===== src/design/imf_pkg.sv =====
package imf_pkg;

   // register offsets
   localparam logic [7:0]  IMF_STATUS_OFS = 8'h58;
   localparam logic [7:0]  IMF_MASK_OFS   = 8'h5c;
   localparam logic [7:0]  IMF_PROBE_OFS  = 8'h64;
   localparam logic [7:0]  IMF_LEVEL_OFS  = 8'h68;
   localparam logic [7:0]  IMF_RXCFG_OFS  = 8'h6c;

   // writable masks and reset values
   localparam logic [31:0] IMF_MASK_WR    = 32'h83bfe7df;
   localparam logic [31:0] IMF_MASK_RST   = 32'h00000000;
   localparam logic [31:0] IMF_PROBE_VAL  = 32'h87654321;
   localparam logic [31:0] IMF_LEVEL_WR   = 32'hffff00ff;
   localparam logic [31:0] IMF_LEVEL_RST  = 32'h48000000;
   localparam logic [31:0] IMF_RXCFG_WR   = 32'hcfff1f00;
   localparam logic [31:0] IMF_RXCFG_RST  = 32'h00000000;
   localparam logic [31:0] IMF_ZERO       = 32'h00000000;

   // status bit positions driven inside the block
   localparam int IMF_BIT_RXD   = 20;
   localparam int IMF_BIT_TX_SPACE_AVAIL_IRQ  = 9;
   localparam int IMF_BIT_TX_STATUS_LEVEL_IRQ  = 7;
   localparam int IMF_BIT_RX_STATUS_LEVEL_IRQ  = 3;

   // field positions
   localparam int IMF_ALIGN_HI  = 31;
   localparam int IMF_ALIGN_LO  = 30;
   localparam int IMF_CNT_HI    = 27;
   localparam int IMF_CNT_LO    = 16;
   localparam int IMF_FLUSH_BIT = 15;
   localparam int IMF_OFF_HI    = 12;
   localparam int IMF_OFF_LO    = 8;
   localparam int IMF_TX_SPACE_AVAIL_IRQ_HI   = 31;
   localparam int IMF_TX_SPACE_AVAIL_IRQ_LO   = 24;
   localparam int IMF_TX_STATUS_LEVEL_IRQ_HI   = 23;
   localparam int IMF_TX_STATUS_LEVEL_IRQ_LO   = 16;
   localparam int IMF_RX_STATUS_LEVEL_IRQ_HI   = 7;
   localparam int IMF_RX_STATUS_LEVEL_IRQ_LO   = 0;

   // alignment codes and their size in dwords
   localparam logic [1:0]  IMF_ALIGN_4    = 2'h0;
   localparam logic [1:0]  IMF_ALIGN_16   = 2'h1;
   localparam logic [1:0]  IMF_ALIGN_32   = 2'h2;
   localparam logic [3:0]  IMF_DW_4       = 4'h1;
   localparam logic [3:0]  IMF_DW_16      = 4'h4;
   localparam logic [3:0]  IMF_DW_32      = 4'h8;
   localparam logic [11:0] IMF_CNT_ONE    = 12'h001;
   localparam logic [11:0] IMF_CNT_ZERO   = 12'h000;

   typedef struct packed {
      logic [7:0]  addr;
      logic [31:0] wdata;
      logic        wr;
      logic        rd;
   } imf_bus_t;

   typedef struct packed {
      logic [8:0] tx_free_blocks;
      logic [8:0] tx_sts_used;
      logic [8:0] rx_sts_used;
   } imf_levels_t;

endpackage


===== src/design/imf_regs.sv =====
`timescale 1ns/1ps
module imf_regs (
   // clock and reset
   input  wire logic                 ref_clk,
   input  wire logic                 reset_n,
   // register port
   input  wire imf_pkg::imf_bus_t    bus_in,
   output logic               [31:0] rd_data_r,
   // status sources and fifo levels
   input  wire logic          [31:0] event_in,
   input  wire imf_pkg::imf_levels_t levels_in,
   // receive datapath handshakes
   input  wire logic                 rx_dword_read,
   input  wire logic                 rx_buf_done,
   input  wire logic          [11:0] rx_buf_dwords,
   // host request
   output logic                      host_irq_r,
   // receive control
   output logic                      rx_flush_r,
   output logic               [1:0]  end_align_r,
   output logic               [4:0]  rx_start_offset_r,
   output logic               [3:0]  rx_pad_dwords_r,
   output logic                      rx_pad_valid_r
);
   import imf_pkg::*;

   logic [31:0] mask_r;
   logic [31:0] level_r;
   logic [11:0] rx_dword_countdown_r;
   logic [4:0]  off_req_r;
   logic [31:0] sts_bits;
   logic [31:0] set_vec;
   logic [31:0] clr_vec;
   logic        wr_sts;
   logic        wr_mask;
   logic        wr_level;
   logic        wr_rxcfg;
   logic        tx_space_avail_irq;
   logic        tx_status_level_irq;
   logic        rx_status_level_irq;
   logic        dma_done;
   logic [3:0]  align_dw;
   logic [3:0]  pad_nxt;

   ////////////////////////////////////////////////////////////////////////
   // address decode
   assign wr_sts   = bus_in.wr && (bus_in.addr == IMF_STATUS_OFS);
   assign wr_mask  = bus_in.wr && (bus_in.addr == IMF_MASK_OFS);
   assign wr_level = bus_in.wr && (bus_in.addr == IMF_LEVEL_OFS);
   assign wr_rxcfg = bus_in.wr && (bus_in.addr == IMF_RXCFG_OFS);

   ////////////////////////////////////////////////////////////////////////
   // interrupt mask
   always_ff @(posedge ref_clk or negedge reset_n) begin
      if (!reset_n) begin
         mask_r <= IMF_MASK_RST;
      end else if (wr_mask) begin
         mask_r <= bus_in.wdata & IMF_MASK_WR;
      end
   end

   ////////////////////////////////////////////////////////////////////////
   // fifo level thresholds
   always_ff @(posedge ref_clk or negedge reset_n) begin
      if (!reset_n) begin
         level_r <= IMF_LEVEL_RST;
      end else if (wr_level) begin
         level_r <= bus_in.wdata & IMF_LEVEL_WR;
      end
   end

   assign tx_space_avail_irq  = levels_in.tx_free_blocks >
      {1'b0, level_r[IMF_TX_SPACE_AVAIL_IRQ_HI:IMF_TX_SPACE_AVAIL_IRQ_LO]};
   assign tx_status_level_irq = levels_in.tx_sts_used >
      {1'b0, level_r[IMF_TX_STATUS_LEVEL_IRQ_HI:IMF_TX_STATUS_LEVEL_IRQ_LO]};
   assign rx_status_level_irq = levels_in.rx_sts_used >
      {1'b0, level_r[IMF_RX_STATUS_LEVEL_IRQ_HI:IMF_RX_STATUS_LEVEL_IRQ_LO]};

   ////////////////////////////////////////////////////////////////////////
   // receive configuration
   always_ff @(posedge ref_clk or negedge reset_n) begin
      if (!reset_n) begin
         end_align_r <= IMF_RXCFG_RST[IMF_ALIGN_HI:IMF_ALIGN_LO];
         off_req_r   <= IMF_RXCFG_RST[IMF_OFF_HI:IMF_OFF_LO];
      end else if (wr_rxcfg) begin
         end_align_r <= bus_in.wdata[IMF_ALIGN_HI:IMF_ALIGN_LO];
         off_req_r   <= bus_in.wdata[IMF_OFF_HI:IMF_OFF_LO];
      end
   end

   // dword countdown, write replaces, reads decrement and hold at zero
   assign dma_done = rx_dword_read && !wr_rxcfg &&
                     (rx_dword_countdown_r == IMF_CNT_ONE);

   always_ff @(posedge ref_clk or negedge reset_n) begin
      if (!reset_n) begin
         rx_dword_countdown_r <= IMF_RXCFG_RST[IMF_CNT_HI:IMF_CNT_LO];
      end else if (wr_rxcfg) begin
         rx_dword_countdown_r <= bus_in.wdata[IMF_CNT_HI:IMF_CNT_LO];
      end else if (rx_dword_read &&
                   rx_dword_countdown_r != IMF_CNT_ZERO) begin
         rx_dword_countdown_r <= rx_dword_countdown_r - IMF_CNT_ONE;
      end
   end

   // one-cycle flush pulse, bit reads back zero
   always_ff @(posedge ref_clk or negedge reset_n) begin
      if (!reset_n) begin
         rx_flush_r <= 1'b0;
      end else begin
         rx_flush_r <= wr_rxcfg && bus_in.wdata[IMF_FLUSH_BIT];
      end
   end

   // low offset bits direct, dword bits at next dword read
   always_ff @(posedge ref_clk or negedge reset_n) begin
      if (!reset_n) begin
         rx_start_offset_r <= IMF_RXCFG_RST[IMF_OFF_HI:IMF_OFF_LO];
      end else begin
         rx_start_offset_r[1:0] <= off_req_r[1:0];
         if (rx_dword_read) begin
            rx_start_offset_r[4:2] <= off_req_r[4:2];
         end
      end
   end

   ////////////////////////////////////////////////////////////////////////
   // end-of-buffer padding
   always_comb begin
      case (end_align_r)
         IMF_ALIGN_4:  align_dw = IMF_DW_4;
         IMF_ALIGN_16: align_dw = IMF_DW_16;
         IMF_ALIGN_32: align_dw = IMF_DW_32;
         default:      align_dw = IMF_DW_4;
      endcase
      pad_nxt = (align_dw - (rx_buf_dwords[3:0] & (align_dw - IMF_DW_4)))
                & (align_dw - IMF_DW_4);
   end

   always_ff @(posedge ref_clk or negedge reset_n) begin
      if (!reset_n) begin
         rx_pad_dwords_r <= IMF_DW_4 - IMF_DW_4;
         rx_pad_valid_r  <= 1'b0;
      end else begin
         rx_pad_valid_r <= rx_buf_done;
         if (rx_buf_done) begin
            rx_pad_dwords_r <= pad_nxt;
         end
      end
   end

   ////////////////////////////////////////////////////////////////////////
   // interrupt status
   always_comb begin
      set_vec                = event_in;
      set_vec[IMF_BIT_RXD]   = event_in[IMF_BIT_RXD]  || dma_done;
      set_vec[IMF_BIT_TX_SPACE_AVAIL_IRQ]  = event_in[IMF_BIT_TX_SPACE_AVAIL_IRQ] || tx_space_avail_irq;
      set_vec[IMF_BIT_TX_STATUS_LEVEL_IRQ]  = event_in[IMF_BIT_TX_STATUS_LEVEL_IRQ] || tx_status_level_irq;
      set_vec[IMF_BIT_RX_STATUS_LEVEL_IRQ]  = event_in[IMF_BIT_RX_STATUS_LEVEL_IRQ] || rx_status_level_irq;
      set_vec                = set_vec & IMF_MASK_WR;
      clr_vec                = wr_sts ? bus_in.wdata : IMF_ZERO;
   end

   imf_sticky #(
      .W (32)
   ) u_status (
      .ref_clk (ref_clk),
      .reset_n (reset_n),
      .set_in  (set_vec),
      .clr_in  (clr_vec),
      .bits_r  (sts_bits)
   );

   always_ff @(posedge ref_clk or negedge reset_n) begin
      if (!reset_n) begin
         host_irq_r <= 1'b0;
      end else begin
         host_irq_r <= |(sts_bits & mask_r);
      end
   end

   ////////////////////////////////////////////////////////////////////////
   // read port
   always_ff @(posedge ref_clk or negedge reset_n) begin
      if (!reset_n) begin
         rd_data_r <= IMF_ZERO;
      end else if (bus_in.rd) begin
         case (bus_in.addr)
            IMF_STATUS_OFS: rd_data_r <= sts_bits;
            IMF_MASK_OFS:   rd_data_r <= mask_r;
            IMF_PROBE_OFS:  rd_data_r <= IMF_PROBE_VAL;
            IMF_LEVEL_OFS:  rd_data_r <= level_r;
            IMF_RXCFG_OFS:  rd_data_r <= {end_align_r, 2'h0,
                                          rx_dword_countdown_r, 3'h0,
                                          off_req_r, 8'h00};
            default:        rd_data_r <= IMF_ZERO;
         endcase
      end else begin
         rd_data_r <= IMF_ZERO;
      end
   end

endmodule // imf_regs


===== src/design/imf_sticky.sv =====
`timescale 1ns/1ps
module imf_sticky #(
   parameter int W = 32
) (
   // clock and reset
   input  wire logic         ref_clk,
   input  wire logic         reset_n,
   // set and clear strobes
   input  wire logic [W-1:0] set_in,
   input  wire logic [W-1:0] clr_in,
   // held bits
   output logic      [W-1:0] bits_r
);
   import imf_pkg::*;

   genvar i;
   generate
      for (i = 0; i < W; i++) begin : g_bit
         always_ff @(posedge ref_clk or negedge reset_n) begin
            if (!reset_n) begin
               bits_r[i] <= 1'b0;
            end else if (set_in[i]) begin
               bits_r[i] <= 1'b1;
            end else if (clr_in[i]) begin
               bits_r[i] <= 1'b0;
            end
         end
      end
   endgenerate
endmodule // imf_sticky


===== config.mk =====
export PLATFORM = sky130hd
export DESIGN_NAME = imf_regs
export DESIGN_NICKNAME = d
export VERILOG_FILES = /design/src/design/imf_pkg.sv /design/src/design/imf_regs.sv /design/src/design/imf_sticky.sv
export SDC_FILE = /design/constraint.sdc
export NUM_CORES = 1
export LEC_CHECK = 0
export BUFFER_PORTS_ARGS = -buffer_cell sky130_fd_sc_hd__clkbuf_2
export CAP_MARGIN = 0
export CORE_ASPECT_RATIO = 1.1
export CORE_UTILIZATION = 25
export CTS_CLUSTER_SIZE = 20
export DETAILED_ROUTE_END_ITERATION = 8
export PLACE_DENSITY = 0.51
export SLEW_MARGIN = 30
export SYNTH_ARGS = -nofsm -noshare
export SYNTH_HDL_FRONTEND = slang
export SYNTH_SLANG_ARGS = --single-unit

===== constraint.sdc =====
create_clock -name ref_clk -period 3.3 [get_ports ref_clk]
set_input_delay 0.66 -clock ref_clk [delete_from_list [all_inputs] [get_ports ref_clk]]
set_output_delay 0.66 -clock ref_clk [all_outputs]
set_load 0.03 [all_outputs]

# Word-level counts from Yosys, hierarchy flattened
# Cells that the tools add are included.
[op_classes]
addsub = 3
n_lt_le_gt_ge = 3
n_eq_ne = 8
muxes = 52
bitwise = 3
reduce_logical = 39
[ops]
columns = ["op", "count"]
rows = [
  ["$pmux 32 s5", 1],
  ["$mux 32", 2],
  ["$reduce_bool 2->1", 24],
  ["$mux 1", 46],
  ["$eq 8x7->1 const B", 5],
  ["$and 32x32->32", 1],
  ["$reduce_or 32->1", 1],
  ["$gt 9x8->1", 3],
  ["$mux 12", 2],
  ["$eq 12x1->1 const B", 1],
  ["$reduce_bool 12->1", 1],
  ["$sub 12x1->12 const B", 1],
  ["$and 4x4->4", 2],
  ["$logic_and 1x1->1", 8],
  ["$pmux 4 s2", 1],
  ["$logic_or 1x1->1", 4],
  ["$sub 4x1->4 const B", 1],
  ["$sub 4x4->4", 1],
  ["$eq 2x1->1 const B", 1],
  ["$eq 2x2->1 const B", 1],
  ["$logic_not 1->1", 1],
]
[word_totals]
ff_bits = 133
inputBits = 117
word_cells = 143

# Depth between registers and ports, before layout
[depth]
ltp_word = 7
ltp_mapped = 8
mapped_depth_nobuf = 8

# By module
# A second synthesis with hierarchy kept.
[unflattened]
cells_unflattened = 693
area_unflattened_um2 = 7178.1
[modules_own_cells]
columns = ["module", "n_inst", "cells_per_inst", "area_each_um2"]
rows = [
  ["imf_regs", 1, 597, 6017.0],
  ["imf_sticky", 1, 96, 1161.1],
]

# Least setup slack after synthesis
# No wires, ideal clock.
[synth_path]
path_kind = "input port to flip-flop"
from = "input bus_in[37] (netlist name)"
to = "register u_status.bits_r[20]"
setup_time_ns = 0.126
arrival_ns = 2.143
t_required_ns = 3.174
setup_slack_ns = 1.031
cell_stages = 8
n_path_buf = 3
cell_sequence = "buf_4 > or3b_1 > buf_6 > nor3_4 > and2_1 > buf_6 > nand2_1 > a221o_1"
[synth_via]
elab_chain_len = 7
[synth_rtl]
columns = ["item", "line_no", "rtl"]
rows = [
  ["start, declared", "imf_regs.sv:7", "input wire imf_pkg::imf_bus_t bus_in,"],
  ["$eq 8x7->1", "imf_regs.sv:50", "assign wr_rxcfg = bus_in.wr && (bus_in.addr == IMF_RXCFG_OFS);"],
  ["$logic_and 1x1->1", "imf_regs.sv:50", ""],
  ["$logic_not 1->1", "imf_regs.sv:92", "assign dma_done = rx_dword_read && !wr_rxcfg &&"],
  ["$logic_and 1x1->1 (2 in a row)", "imf_regs.sv:92", ""],
  ["$logic_or 1x1->1", "imf_regs.sv:156", "set_vec[IMF_BIT_RXD] = event_in[IMF_BIT_RXD] || dma_done;"],
  ["$mux 1 or $reduce_bool 2->1 (tied branches)", "-", ""],
  ["end signal, assigned by index", "imf_sticky.sv:21", "bits_r[i] <= 1'b0;"],
  ["end signal, assigned by index", "imf_sticky.sv:23", "bits_r[i] <= 1'b1;"],
  ["end signal, assigned by index", "imf_sticky.sv:25", "bits_r[i] <= 1'b0;"],
  ["end, declared", "imf_sticky.sv:12", "output logic [W-1:0] bits_r"],
]
# Several ways; a longest one is shown, not always the timed one.
# A chain may end at the register's enable or synchronous reset.

# Final worst setup path
[layout_path]
from = "input bus_in[37] (netlist name)"
to = "register u_status.bits_r[13]"
[layout_via]
elab_chain_len = 4
[layout_rtl]
columns = ["item", "line_no", "rtl"]
rows = [
  ["$eq 8x7->1", "imf_regs.sv:47", "assign wr_sts = bus_in.wr && (bus_in.addr == IMF_STATUS_OFS);"],
  ["$logic_and 1x1->1", "imf_regs.sv:47", ""],
  ["$mux 32", "imf_regs.sv:161", "clr_vec = wr_sts ? bus_in.wdata : IMF_ZERO;"],
  ["$reduce_bool 2->1 (no source line)", "-", ""],
]
# Every way passes these cells.

==> run_results.csv <==
group,metric,value,unit
synth,synth_xor_area_share,1.07,%
synth,synth_area_leaders,"dfrtp_1, mux2_2, ha_1",
min_path,worstHoldPathType,"input pin to async pin",
clock_network,ctsRootBufferMaster,"clkbuf_16",
grt,grt_antenna_before_repair,0,
route,routed_wl,20100,um
setup_path,r2r_start,"rx_dword_countdown_r[2]",
power,total_power,4340,uW
cells_and_area,fin_cells,1109,
setup_path,cp_slowest_cell,"or3b_1",
synth,synthDominantCellAreaShare,50.1,%
cells_and_area,syn2layout_area_growth,26.9,%
synth,synth-simple-area-share,12.1,%
setup_path,worstPathCellList,"clkbuf_2 > or3b_1 > nor3_4 > and2_1 > buf_4 > nand2_1 > a21o_1",
synth,syn_nets,745,
grt,grt_pass1_vias,5230,
sta,setup_viol,0,
clock_network,cts.path.max_buffers,2,
setup_path,critPathLaunchType,"input pin",
floorplanning,core,25500,um^2
setup_path,crit_family,"simple AND/OR/NAND/NOR gates",
flow_run,maxCapViolations,0,
sta,rsz0062_at_grt,"no",
synth,syn-cell-area,6550,um^2
setup_path,ff2ff_setup_slack,1.22,ns
route,dr.first_iter.drc_count,325,
cells_and_area,n_antenna_cell,0,
clock_network,post-cts-setup-buffer-count,0,
setup_path,cp-end-kind,"register",
synth,ys_types,55,
grt,overflow,0,
place,dpl_cell_area,7730,um^2
run_status,outcome,"finished, final reports clean",
sta,max_freq,424,MHz
route,via_per_inst,4.66,
sta,final_hold_viol_count,0,
synth,synth_fa_ha_area_share,6.12,%
place,placed_cells,1078,
setup_path,cp_max_fo,10,
synth,synth_compound_area_share,13.1,%
clock_network,cts_resized,0,
cells_and_area,final_net_count,900,
route,dr.pass1.iters,5,
route,vias,5173,
sta,setup_tns,0,ns
clock_network,path_clk_slew,0.06,ns
synth,ys_seq_elements,133,
sta,fin_crit_sh,71.5,%
floorplanning,die_h,172,um
cells_and_area,design_area,8310,um^2
setup_path,worst_r2r_endpoint,"rx_dword_countdown_r[9]",
setup_path,cp.buffers_inverters,2,
synth,synth_edf_count,0,
synth,synthTopCellsByCount,"dfrtp_1, mux2_2, nand2_1, inv_1, nor2_1",
synth,synthCells,596,
power,ir_worst_vdd,239,uV
setup_path,critPathArrivalTime,2.67,ns
route,drt_drc_violations_left,0,
setup_path,rr_worst_depth,5,
sta,slew_viol_final,0,
synth,ys_warn_count,0,
place,gp_congestion,0.843,
synth,synth_top_family_by_area,"compound AO/OA/AOI/OAI gates",
place,place_hpwl,15400,um
synth,yosysSeqAreaShare,50.9,%
clock_network,postCtsHoldBufs,0,
clock_network,clk_latency,0.42,ns
synth,synthArstFlopShare,100,%
clock_network,cts_inserted_buffers,17,
floorplanning,start_util,25.7,%
grt,grt_pass1_wl,30800,um
setup_path,slowest_delay,0.61,ns
floorplanning,rows,61,
sta,finalCriticalPeriod,2.36,ns
setup_path,cp.required,3.61,ns
floorplanning,ios,163,
synth,dominantRegCellSynth,"dfrtp_1",
grt,grt_max_degree,73,
cells_and_area,drive_above_1_share,34.3,%
clock_network,cts_tree,"yes",
setup_path,critPathKind,"input pin to register",
synth,synthMuxAreaShare,12.5,%
sta,finClkSkew,0.00715,ns
synth,yosys.area.top_type,"dfrtp_1",
sta,worstMarginPinSlew,0.751,ns
sta,relSlewSlack,49.4,%
route,post_drt_wl_per_cell,18.2,um
clock_network,clock_sinks,133,
grt,grtUsageTotal,15.7,%
clock_network,cts_max_level,4,
power,power_density,523,nW/um^2
floorplanning,die_x,156,um
floorplanning,die_area,26800,um^2
place,io_buffer_count,144,
synth,avgSynthCellArea,11.0,um^2
synth,synth.most_common_cell,"dfrtp_1",
route,antenna_left,0,
cells_and_area,fillers,2688,
power,power_leakage,0.00383,uW
## cell families after synthesis
kind of cell             count (synthesis)
flip-flops                             133
XOR/XNOR                                 8
multiplexers                            74
AO/OA/AOI/OAI                          128
adder cells (fa/ha/maj)                 32
AND/OR/NAND/NOR                        155
buffers and inverters                   66
## layer usage
metal  vias up  global-route usage, %  part of all wire, %
met2       159                   24.7                   46
met3        23                   3.40                  5.8
met5         -                      0                    0
met4         0                   6.27                  2.2
met1      2545                   20.8                   46
li1       2446                      -                    -
## where the power goes
| group | internal (uW) | switching, uW |
|---|---|---|
| registers | 1750 | 130 |
| logic | 275 | 350 |
| clock network | 1120 | 717 |
## layout by cell type, fill, tap and decap left out, types with 16 or more instances in the layout
cell type	instances
mux2_2	62
nor2_1	36
a22oi_1	19
nand3_1	22
clkbuf_2	143
clkbuf_16	17
a21o_1	23
nand2_1	48
dfrtp_1	131
ha_1	32
a21oi_1	35
inv_1	41
buf_4	16
## through the flow
stage               setup slack (ns)  hold WS [ns]  utilization [%]
floorplan                       1.03         0.364                -
global placement               0.490         0.406             30.3
detailed placement             0.501         0.405             30.3
CTS                            0.939         0.228             32.6
global route                   0.801         0.260             32.6
finish                         0.939         0.212             32.6
## worst max-delay path by stage
| stage | startpoint | end | cells after the start |
|---|---|---|---|
| 2_1_floorplan | bus_in[37] | u_status.bits_r[20] | 8 |
| 4_1_cts | bus_in[37] | u_status.bits_r[13] | 7 |
| 3_3_place_gp | bus_in[37] | u_status.bits_r[13] | 7 |
| 6_report | bus_in[37] | u_status.bits_r[13] | 7 |
| 5_1_grt | bus_in[37] | u_status.bits_r[2] | 7 |
| 3_5_place_dp | bus_in[37] | u_status.bits_r[2] | 7 |
## sequential cells by signal, indices dropped and copies added (netlist names)
| signal | cells |
|---|---|
| off_req_r | 5 |
| end_align_r | 2 |
| rx_start_offset_r | 5 |
| rx_pad_valid_r | 1 |
| rd_data_r | 32 |
| u_status.bits_r | 23 |
| mask_r | 23 |
| rx_dword_countdown_r | 12 |
| rx_pad_dwords_r | 4 |
| level_r | 24 |
| rx_flush_r | 1 |
| host_irq_r | 1 |
## area by class of cell
class | instances | area (um^2) | area share, %
Clock buffer | 18 | 439 | 5.29
Clock inverter | 13 | 135 | 1.63
Inverter | 41 | 154 | 1.85
Multi-Input combinational cell | 397 | 2950 | 35.5
Sequential cell | 133 | 3330 | 40.1
Tap cell | 346 | 433 | 5.21
Timing Repair Buffer | 161 | 867 | 10.4
## worst reg2reg max path: stages (launching register included)
cell,delay [ns]
dfrtp_1,0.43
nor3_1,0.61
nand2_1,0.23
a2111oi_2,0.43
xnor2_1,0.17
a21oi_1,0.08
Note: power is estimated with default switching activity, not from simulation.
